### config.mk
export PLATFORM = sky130hd
export DESIGN_NAME = dbs_status
export DESIGN_NICKNAME = d
export VERILOG_FILES = /design/src/core/dbs_pkg.sv /design/src/core/dbs_status.sv
export SDC_FILE = /design/constraint.sdc
export NUM_CORES = 1
export LEC_CHECK = 0
export ABC_AREA = 1
export ABC_CLOCK_PERIOD_IN_PS = 1300
export BUFFER_PORTS_ARGS = -buffer_cell sky130_fd_sc_hd__buf_2
export CORE_MARGIN = 2
export CORE_UTILIZATION = 40
export DETAILED_ROUTE_END_ITERATION = 10
export GPL_ROUTABILITY_DRIVEN = 0
export PLACE_DENSITY = 0.8
export SYNTH_ARGS = -nofsm -noshare
export SYNTH_HDL_FRONTEND = slang
export SYNTH_SLANG_ARGS = --single-unit
### constraint.sdc
create_clock -name clk -period 1.3 [get_ports clk]
set_input_delay 0.065 -clock clk [delete_from_list [all_inputs] [get_ports clk]]
set_output_delay 0.065 -clock clk [all_outputs]
set_load 0.005 [all_outputs]
### src/core/dbs_pkg.sv
// constants for the hardware status word block
// assumes a 32-bit avalon-mm slave with word addressing in bytes
package dbs_pkg;
	// ==========================================
	// register map
	localparam logic [7:0] DBS_STATUS_OFS = 8'h18;
	localparam logic [7:0] DBS_CLR_DAQ_OFS = 8'h20;
	localparam logic [7:0] DBS_CLR_TCA_OFS = 8'h24;
	localparam logic [7:0] DBS_CLR_TCB_OFS = 8'h28;
	localparam logic [7:0] DBS_CLR_TMR_OFS = 8'h2C;
	localparam logic [7:0] DBS_CLR_DAC_OFS = 8'h30;
	localparam logic [7:0] DBS_MODE_OFS = 8'h34;
	localparam logic [7:0] DBS_IRQ_OFS = 8'h38;
	// ==========================================
	// status word fields
	localparam int DBS_B_ADC_NE = 12;
	localparam int DBS_B_ADC_HALF = 13;
	localparam int DBS_B_TCA = 11;
	localparam int DBS_B_TCB = 10;
	localparam int DBS_B_OVF = 9;
	localparam int DBS_B_OVR = 8;
	localparam int DBS_B_TMR = 7;
	localparam int DBS_B_DACDONE = 6;
	localparam int DBS_B_DAC_FULL = 5;
	localparam int DBS_B_DAC_HALF = 4;
	localparam int DBS_B_DAC_EMPTY = 3;
	localparam int DBS_B_ROM_DATA = 2;
	localparam int DBS_B_ROM_DESEL = 1;
	localparam int DBS_B_CFG = 0;
	// ==========================================
	// mode register fields and resets
	localparam int DBS_M_XFER_LO = 0;
	localparam int DBS_M_IRQ_EN = 2;
	localparam logic [1:0] DBS_XFER_PIO = 2'h0;
	localparam logic [1:0] DBS_XFER_IRQ = 2'h1;
	localparam logic [1:0] DBS_XFER_DMA = 2'h2;
	localparam logic [2:0] DBS_MODE_RST = 3'h0;
	localparam int DBS_ADC_HALF_CNT = 256;
	localparam int DBS_ADC_DEPTH = 512;
	localparam int DBS_DAC_DEPTH = 2048;
endpackage

### src/core/dbs_status.sv
// status word, clear strobes and request logic for the daq board
// assumes fifo level counts and events come from same-clock logic;
// the timer trigger and eeprom lines are pins and are synchronised here
// Behaviour
// - bit 12 high while adc fifo holds data; no conversion request when empty
// - channel a dma done flag sets on finish, clears on its strobe
// - channel b dma done flag sets on finish, clears on its strobe
// - overflow bit 9 sets when a conversion completes with fifo full
// - overflow during acquisition stops the acquisition at once
// - overrun bit 8 sets when conversion starts while one is busy
// - overrun during acquisition stops the acquisition at once
// - overflow and overrun clear only by the acquisition clear strobe
// - timer request bit 7 sets when dac fifo can accept, or on a trigger pulse in irq mode
// - timer request raises irq or dma per mode; dma mode clears on dac write
// - dac done bit 6 low while sequence runs, set at sequence end
// - dac done interrupt cleared by timer clear or dac clear strobe
// - bit 5 low when dac fifo full; requests only while below half
// - bit 4 low when dac fifo at least half; requests below half outside pio mode
// - bit 3 low when dac fifo empty, high with points left
// - bit 2 shows eeprom serial data bit
// - bit 1 shows actual eeprom chip select pin state
// - bit 0 low when channel config memory empty, high otherwise
// - status word is 16 bits read only at offset 0x18
// - adc half flag low with at least 256 conversions waiting
//
// Implementation choices: the Avalon-MM slave port and the register addresses.
module dbs_status
	import dbs_pkg::*;
(
	input wire logic clk,
	input wire logic rst_n,
	input wire logic [7:0] avs_address,
	input wire logic avs_read,
	input wire logic avs_write,
	input wire logic [31:0] avs_writedata,
	input wire logic [3:0] avs_byteenable,
	output logic [31:0] avs_readdata,
	output logic avs_waitrequest,
	input wire logic [9:0] adc_fifo_level,
	input wire logic adc_conv_start,
	input wire logic adc_conv_done,
	input wire logic adc_busy,
	input wire logic daq_running,
	output logic daq_abort,
	input wire logic dma_chan_a_tc,
	input wire logic dma_chan_b_tc,
	input wire logic [11:0] dac_fifo_level,
	input wire logic dac_write,
	input wire logic dac_seq_running,
	input wire logic dac_seq_end,
	input wire logic timer_trigger_n,
	input wire logic cal_rom_serial_out,
	input wire logic cal_rom_select,
	input wire logic chan_cfg_mem_not_empty,
	output logic adc_req,
	output logic timer_irq,
	output logic timer_dma_req,
	output logic dac_fifo_req,
	output logic dac_done_irq
);
	import dbs_pkg::*;

	// ==========================================
	// pin synchronisers
	logic trig_s1_r, trig_s2_r, trig_s3_r;
	logic rom_d1_r, rom_d2_r, rom_cs1_r, rom_cs2_r;
	always_ff @(posedge clk or negedge rst_n) begin
		if (!rst_n) begin
			trig_s1_r <= 1'b1;
			trig_s2_r <= 1'b1;
			trig_s3_r <= 1'b1;
			rom_d1_r <= 1'b0;
			rom_d2_r <= 1'b0;
			rom_cs1_r <= 1'b0;
			rom_cs2_r <= 1'b0;
		end else begin
			trig_s1_r <= timer_trigger_n;
			trig_s2_r <= trig_s1_r;
			trig_s3_r <= trig_s2_r;
			rom_d1_r <= cal_rom_serial_out;
			rom_d2_r <= rom_d1_r;
			rom_cs1_r <= cal_rom_select;
			rom_cs2_r <= rom_cs1_r;
		end
	end
	// falling edge of the active-low trigger, seen only past stage two
	logic trig_pulse;
	assign trig_pulse = trig_s3_r & ~trig_s2_r;

	// ==========================================
	// bus decode
	logic wr_hit, rd_status;
	logic clr_daq, clr_tca, clr_tcb, clr_tmr, clr_dac;
	assign wr_hit = avs_write & (avs_byteenable != 4'h0);
	assign clr_daq = wr_hit & (avs_address == DBS_CLR_DAQ_OFS);
	assign clr_tca = wr_hit & (avs_address == DBS_CLR_TCA_OFS);
	assign clr_tcb = wr_hit & (avs_address == DBS_CLR_TCB_OFS);
	assign clr_tmr = wr_hit & (avs_address == DBS_CLR_TMR_OFS);
	assign clr_dac = wr_hit & (avs_address == DBS_CLR_DAC_OFS);
	// reads take one wait state so the registered data stands at the accept edge
	logic rd_ack_r, rd_take;
	always_ff @(posedge clk or negedge rst_n) begin
		if (!rst_n) begin
			rd_ack_r <= 1'b0;
		end else begin
			rd_ack_r <= avs_read & ~rd_ack_r;
		end
	end
	assign rd_take = avs_read & ~rd_ack_r;
	assign rd_status = rd_take & (avs_address == DBS_STATUS_OFS);
	// writes finish at once; reads wait one cycle
	assign avs_waitrequest = rd_take;

	logic [2:0] mode_r;
	always_ff @(posedge clk or negedge rst_n) begin
		if (!rst_n) begin
			mode_r <= DBS_MODE_RST;
		end else if (avs_write && avs_address == DBS_MODE_OFS && avs_byteenable[0]) begin
			mode_r <= avs_writedata[2:0];
		end
	end
	logic [1:0] xfer_mode;
	logic irq_en;
	assign xfer_mode = mode_r[DBS_M_XFER_LO +: 2];
	assign irq_en = mode_r[DBS_M_IRQ_EN];

	// ==========================================
	// sticky flags; set always beats clear
	logic tca_r, tcb_r, ovf_r, ovr_r, tmr_r, dac_irq_r;
	logic adc_full, ovf_evt, ovr_evt, dac_can_take;
	assign adc_full = (adc_fifo_level >= 10'(DBS_ADC_DEPTH));
	assign ovf_evt = adc_conv_done & adc_full;
	assign ovr_evt = adc_conv_start & adc_busy;
	assign dac_can_take = (dac_fifo_level < 12'(DBS_DAC_DEPTH));

	always_ff @(posedge clk or negedge rst_n) begin
		if (!rst_n) begin
			tca_r <= 1'b0;
		end else if (dma_chan_a_tc) begin
			tca_r <= 1'b1;
		end else if (clr_tca) begin
			tca_r <= 1'b0;
		end
	end

	always_ff @(posedge clk or negedge rst_n) begin
		if (!rst_n) begin
			tcb_r <= 1'b0;
		end else if (dma_chan_b_tc) begin
			tcb_r <= 1'b1;
		end else if (clr_tcb) begin
			tcb_r <= 1'b0;
		end
	end

	always_ff @(posedge clk or negedge rst_n) begin
		if (!rst_n) begin
			ovf_r <= 1'b0;
			ovr_r <= 1'b0;
		end else begin
			if (ovf_evt) begin
				ovf_r <= 1'b1;
			end else if (clr_daq) begin
				ovf_r <= 1'b0;
			end
			if (ovr_evt) begin
				ovr_r <= 1'b1;
			end else if (clr_daq) begin
				ovr_r <= 1'b0;
			end
		end
	end

	// abort pulse in the very cycle of the error event
	assign daq_abort = daq_running & (ovf_evt | ovr_evt);

	// host strobe is the only clear outside dma mode
	always_ff @(posedge clk or negedge rst_n) begin
		if (!rst_n) begin
			tmr_r <= 1'b0;
		end else if (dac_can_take || (xfer_mode == DBS_XFER_IRQ && trig_pulse)) begin
			tmr_r <= 1'b1;
		end else if (xfer_mode == DBS_XFER_DMA && dac_write) begin
			tmr_r <= 1'b0;
		end else if (clr_tmr) begin
			tmr_r <= 1'b0;
		end
	end
	assign timer_irq = tmr_r & (xfer_mode == DBS_XFER_IRQ);
	assign timer_dma_req = tmr_r & (xfer_mode == DBS_XFER_DMA);

	// dac done: end of sequence sets, running holds low
	logic dac_done_r;
	always_ff @(posedge clk or negedge rst_n) begin
		if (!rst_n) begin
			dac_done_r <= 1'b0;
		end else if (dac_seq_end) begin
			dac_done_r <= 1'b1;
		end else if (dac_seq_running) begin
			dac_done_r <= 1'b0;
		end
	end

	always_ff @(posedge clk or negedge rst_n) begin
		if (!rst_n) begin
			dac_irq_r <= 1'b0;
		end else if (dac_seq_end && irq_en) begin
			dac_irq_r <= 1'b1;
		end else if (clr_tmr || clr_dac) begin
			dac_irq_r <= 1'b0;
		end
	end
	assign dac_done_irq = dac_irq_r;

	// ==========================================
	// level flags
	logic adc_ne, adc_half_n, dac_full_n, dac_half_n, dac_empty_n;
	assign adc_ne = (adc_fifo_level != 10'h000);
	assign adc_half_n = (adc_fifo_level < 10'(DBS_ADC_HALF_CNT));
	assign dac_full_n = dac_can_take;
	assign dac_half_n = (dac_fifo_level < 12'(DBS_DAC_DEPTH / 2));
	assign dac_empty_n = (dac_fifo_level != 12'h000);
	// the host keeps draining; the request drops only at empty
	assign adc_req = adc_ne;
	assign dac_fifo_req = (xfer_mode != DBS_XFER_PIO) & dac_full_n & dac_half_n;

	logic [15:0] status_word;
	always_comb begin
		status_word = 16'h0000;
		status_word[DBS_B_ADC_HALF] = adc_half_n;
		status_word[DBS_B_ADC_NE] = adc_ne;
		status_word[DBS_B_TCA] = tca_r;
		status_word[DBS_B_TCB] = tcb_r;
		status_word[DBS_B_OVF] = ovf_r;
		status_word[DBS_B_OVR] = ovr_r;
		status_word[DBS_B_TMR] = tmr_r;
		status_word[DBS_B_DACDONE] = dac_done_r;
		status_word[DBS_B_DAC_FULL] = dac_full_n;
		status_word[DBS_B_DAC_HALF] = dac_half_n;
		status_word[DBS_B_DAC_EMPTY] = dac_empty_n;
		status_word[DBS_B_ROM_DATA] = rom_d2_r;
		status_word[DBS_B_ROM_DESEL] = rom_cs2_r;
		status_word[DBS_B_CFG] = chan_cfg_mem_not_empty;
	end

	// ==========================================
	// read data; no read touches any flag
	always_ff @(posedge clk or negedge rst_n) begin
		if (!rst_n) begin
			avs_readdata <= 32'h0000_0000;
		end else if (rd_status) begin
			avs_readdata <= {16'h0000, status_word};
		end else if (rd_take && avs_address == DBS_MODE_OFS) begin
			avs_readdata <= {29'h0000_0000, mode_r};
		end else if (rd_take && avs_address == DBS_IRQ_OFS) begin
			avs_readdata <= {27'h0000_0000, dac_irq_r, timer_dma_req, timer_irq,
				dac_fifo_req, adc_req};
		end else if (rd_take) begin
			avs_readdata <= 32'h0000_0000;
		end
	end
endmodule

==> key figures <==
Floorplanning
  – Initial Util: 0.415
  – Area of the die: 4680 µm²
  – Die height: 68.4 µm
  – Rows: 23
  – Total I/O pin count: 122
  – Die X: 68.4 µm
  – Area of the core: 4000 µm²

GRT
  – Busiest grt layer: met2
  – Grt met3 use: 0.0510
  – GRT Overall Usage: 0.175
  – Antenna violations before repair: 0
  – Number of global-route vias before repair: 1405
  – Largest net degree at the start of global routing: 33
  – Met1 GRT Util: 0.192
  – First-pass GRT wire length: 5840 µm
  – Grt total ovfl: 0
  – Met2 usage: 0.299

Placed design
  – Dpl cell area: 2030 µm²
  – Detailed Place HPWL: 2900 µm
  – IO buf count: 74

CTS
  – CTS max path bufs: 2
  – Clk slew on worst S/H paths: 70 ps
  – CTS tree: done
  – H-tree depth: 2
  – Clock sink count: 32
  – Clk_lat worst skew: 290 ps
  – Cts bufs inserted: 5
  – Root Driver: clkbuf_8

Run status
  – Status: complete, but fails checks
  – Violated checks: negative hold slack

Timing
  – Maximum clock frequency: 821 MHz
  – Clock Skew: 4.60 ps
  – Final setup TNS: 0 ps
  – Min Hold Slack: -1.71 ps
  – Tcrit/Tclk final: 0.937
  – Unrepaired setup endpoints after global routing: false
  – Final setup viols: 0
  – Final hold viol count: 1
  – Min Clock Period, post-route: 1220 ps
  – Fin. max-slew vios: 0

Yosys
  – Cell variety after synth: 24
  – Synth Area in Compound Gates: 0.0648
  – Top-area cell type share of the netlist area: 0.437
  – Yosys top cell by area: dfrtp_1
  – XOR/XNOR Fraction of Synth Area: 0
  – Seq/Total Area, Yosys: 0.485
  – Adder-cell share of the synthesized area: 0
  – Largest family of logic cells by synthesized area: simple AND/OR/NAND/NOR gates
  – Mapped Cells: 203
  – Mux cell area share after synthesis: 0
  – Yosys Warn Count: 0
  – Avg Cell Area, Syn: 8.18 µm²
  – Cell area after synthesis: 1660 µm²
  – Synth area leaders: dfrtp_1, nand2_1, buf_4, inv_1, nor2_1
  – Synth Area in Simple Gates: 0.302
  – FF+latch count, synth: 32

Layout
  – Most frequent cells in the layout: buf_2, nand2_1, dfrtp_1, inv_1, nor2_1
  – Antenna fix cells: 0
  – Commonest non-fill, non-tap cell in the layout: buf_2
  – Area growth, synth to finish: 35.3%
  – Design area: 2250 µm²
  – Layout cells sized above 1: 0.350
  – Final #Nets: 376

Drt
  – Routed Wire Length: 3750 µm
  – Via count: 1531
  – Detailed Routing Iterations Pass 1: 4
  – DR WL/cell: 10.9 µm
  – Vias per cell: 4.45
  – Initial DRC Count: 59
  – DRC violations left: 0
  – DRT antenna net count: 0

Worst setup path
  – CP Capture Type: output port
  – Critical Path Sink: dac_fifo_req
  – Worst r2r src: rd_ack_r$_DFF_PN0_
  – Crit Path Class: flop to output port
  – Reg2Reg Depth: 4
  – Slowest CP cell: dfrtp_2
  – Worst-path fanout max: 5
  – Worst setup SP type: flop
  – Critical path cell sequence: inv_1, a21oi_1, buf_2
  – Max incr delay on CP: 410 ps
  – Worst reg2reg path endpoint: avs_readdata[8]$_DFFE_PN0P_
  – Worst Path Arrival: 1150 ps
  – Crit. Startpoint: mode_r[1]$_DFFE_PN0P_
  – WP data required: 1240 ps
  – Flop2flop setup slack: 180 ps

Min path
  – Min-Delay Path Class: input port to flop

Pwr
  – PwrDens: 999 nW/µm²
  – Peak VDD IR: 0.000703 V
  – Leakage Power: 1.25 nW
  – Seq pwr share: 0.465
  – Switching Share: 0.234
  – Net Sw Power: 0.000525 W
  – Clock share of power: 0.415
  – Cell internal pwr: 0.00172 W
  – Logic pwr share: 0.119

Flow run
  – Max-cap violations: 0
## cell usage after synthesis (all sizes together)
cell    instances
nor2           29
dfstp           3
dfrtp          29
a21oi           1
nand3          15
conb            1
nand4           8
a21boi          2
inv            26
buf            20
nor3            3
o21ai          13
nand2          51
o21bai          2
## power groups by stage
stage,Sequential [W],Clock [W],Combinational (W)
finish,0.00104,0.000933,0.000268
CTS,0.00104,0.000960,0.000270
floorplan,0.00106,0,0.000140
detailed placement,0.00106,0,0.000247
global route,0.00105,0.000984,0.000309
global placement,0.00106,0,0.000241
## registers in the layout (all words and copies together) (netlist names)
| register | flops |
|---|---|
| tmr_r | 1 |
| avs_readdata | 14 |
| trig_s2_r | 1 |
| rom_cs2_r | 1 |
| mode_r | 3 |
| ovf_r | 1 |
| rd_ack_r | 1 |
| dac_done_r | 1 |
| ovr_r | 1 |
| rom_d1_r | 1 |
| trig_s1_r | 1 |
| rom_d2_r | 1 |
| tcb_r | 1 |
| rom_cs1_r | 1 |
| trig_s3_r | 1 |
| dac_done_irq | 1 |
| tca_r | 1 |
## worst max-delay path, delay by kind of cell, from the launching register on
| kind | cells | cell delay (ps) |
|---|---|---|
| buffers and inverters | 2 | 250 |
| DFF | 1 | 410 |
| AOI/OAI and AO/OA | 1 | 210 |
## worst min path at each step
| stage | endpoint | depth (start not counted) | from |
|---|---|---|---|
| floorplan | avs_readdata[0]$_DFFE_PN0P_ | 0 | rst_n |
| global placement | mode_r[0]$_DFFE_PN0P_ | 2 | rst_n |
| detailed placement | dac_done_r$_DFFE_PN0P_ | 2 | rst_n |
| CTS | mode_r[2]$_DFFE_PN0P_ | 3 | avs_writedata[2] |
| global route | avs_readdata[5]$_DFFE_PN0P_ | 2 | dac_fifo_level[11] |
| finish | avs_readdata[5]$_DFFE_PN0P_ | 2 | dac_fifo_level[11] |
## stage by stage
step                       util  instances  setup WS [ps]  power [W]
after floorplan               -        220            295    0.00120
after global placement    0.509        327            154    0.00130
after detailed placement  0.509        327           98.4    0.00131
after CTS                 0.561        344           21.0    0.00227
after global routing      0.562        344           7.59    0.00234
final                     0.562        344           81.6    0.00225
## layer usage
metal / wire length, µm / vias up
li1: - / 779
met1: 1540 / 687
met2: 1850 / 59
met3: 301 / 6
met4: 50 / 0
met5: 0 / -
## final cells by class
type	instances	area [µm²]
tap	50	62.6
clock buffer	6	72.6
timing repair buffer	86	483
inverter	26	97.6
multi-input combinational	142	689
sequential	32	807
clock inverter	2	35.0
fill	391	1750
## cells by family after synthesis
| logic type | count (synthesis) |
|---|---|
| other cells | 1 |
| simple gates | 106 |
| flops | 32 |
| compound gates | 18 |
| buf+inv | 46 |
## timing repair
item,4_1_cts,5_1_grt
gates resized for setup,2,6
buffers inserted,0,0
hold buffers,9,0
setup endpoints to repair,1,8
hold endpoints to repair,37,0
Power figures use the tool's default switching activity.
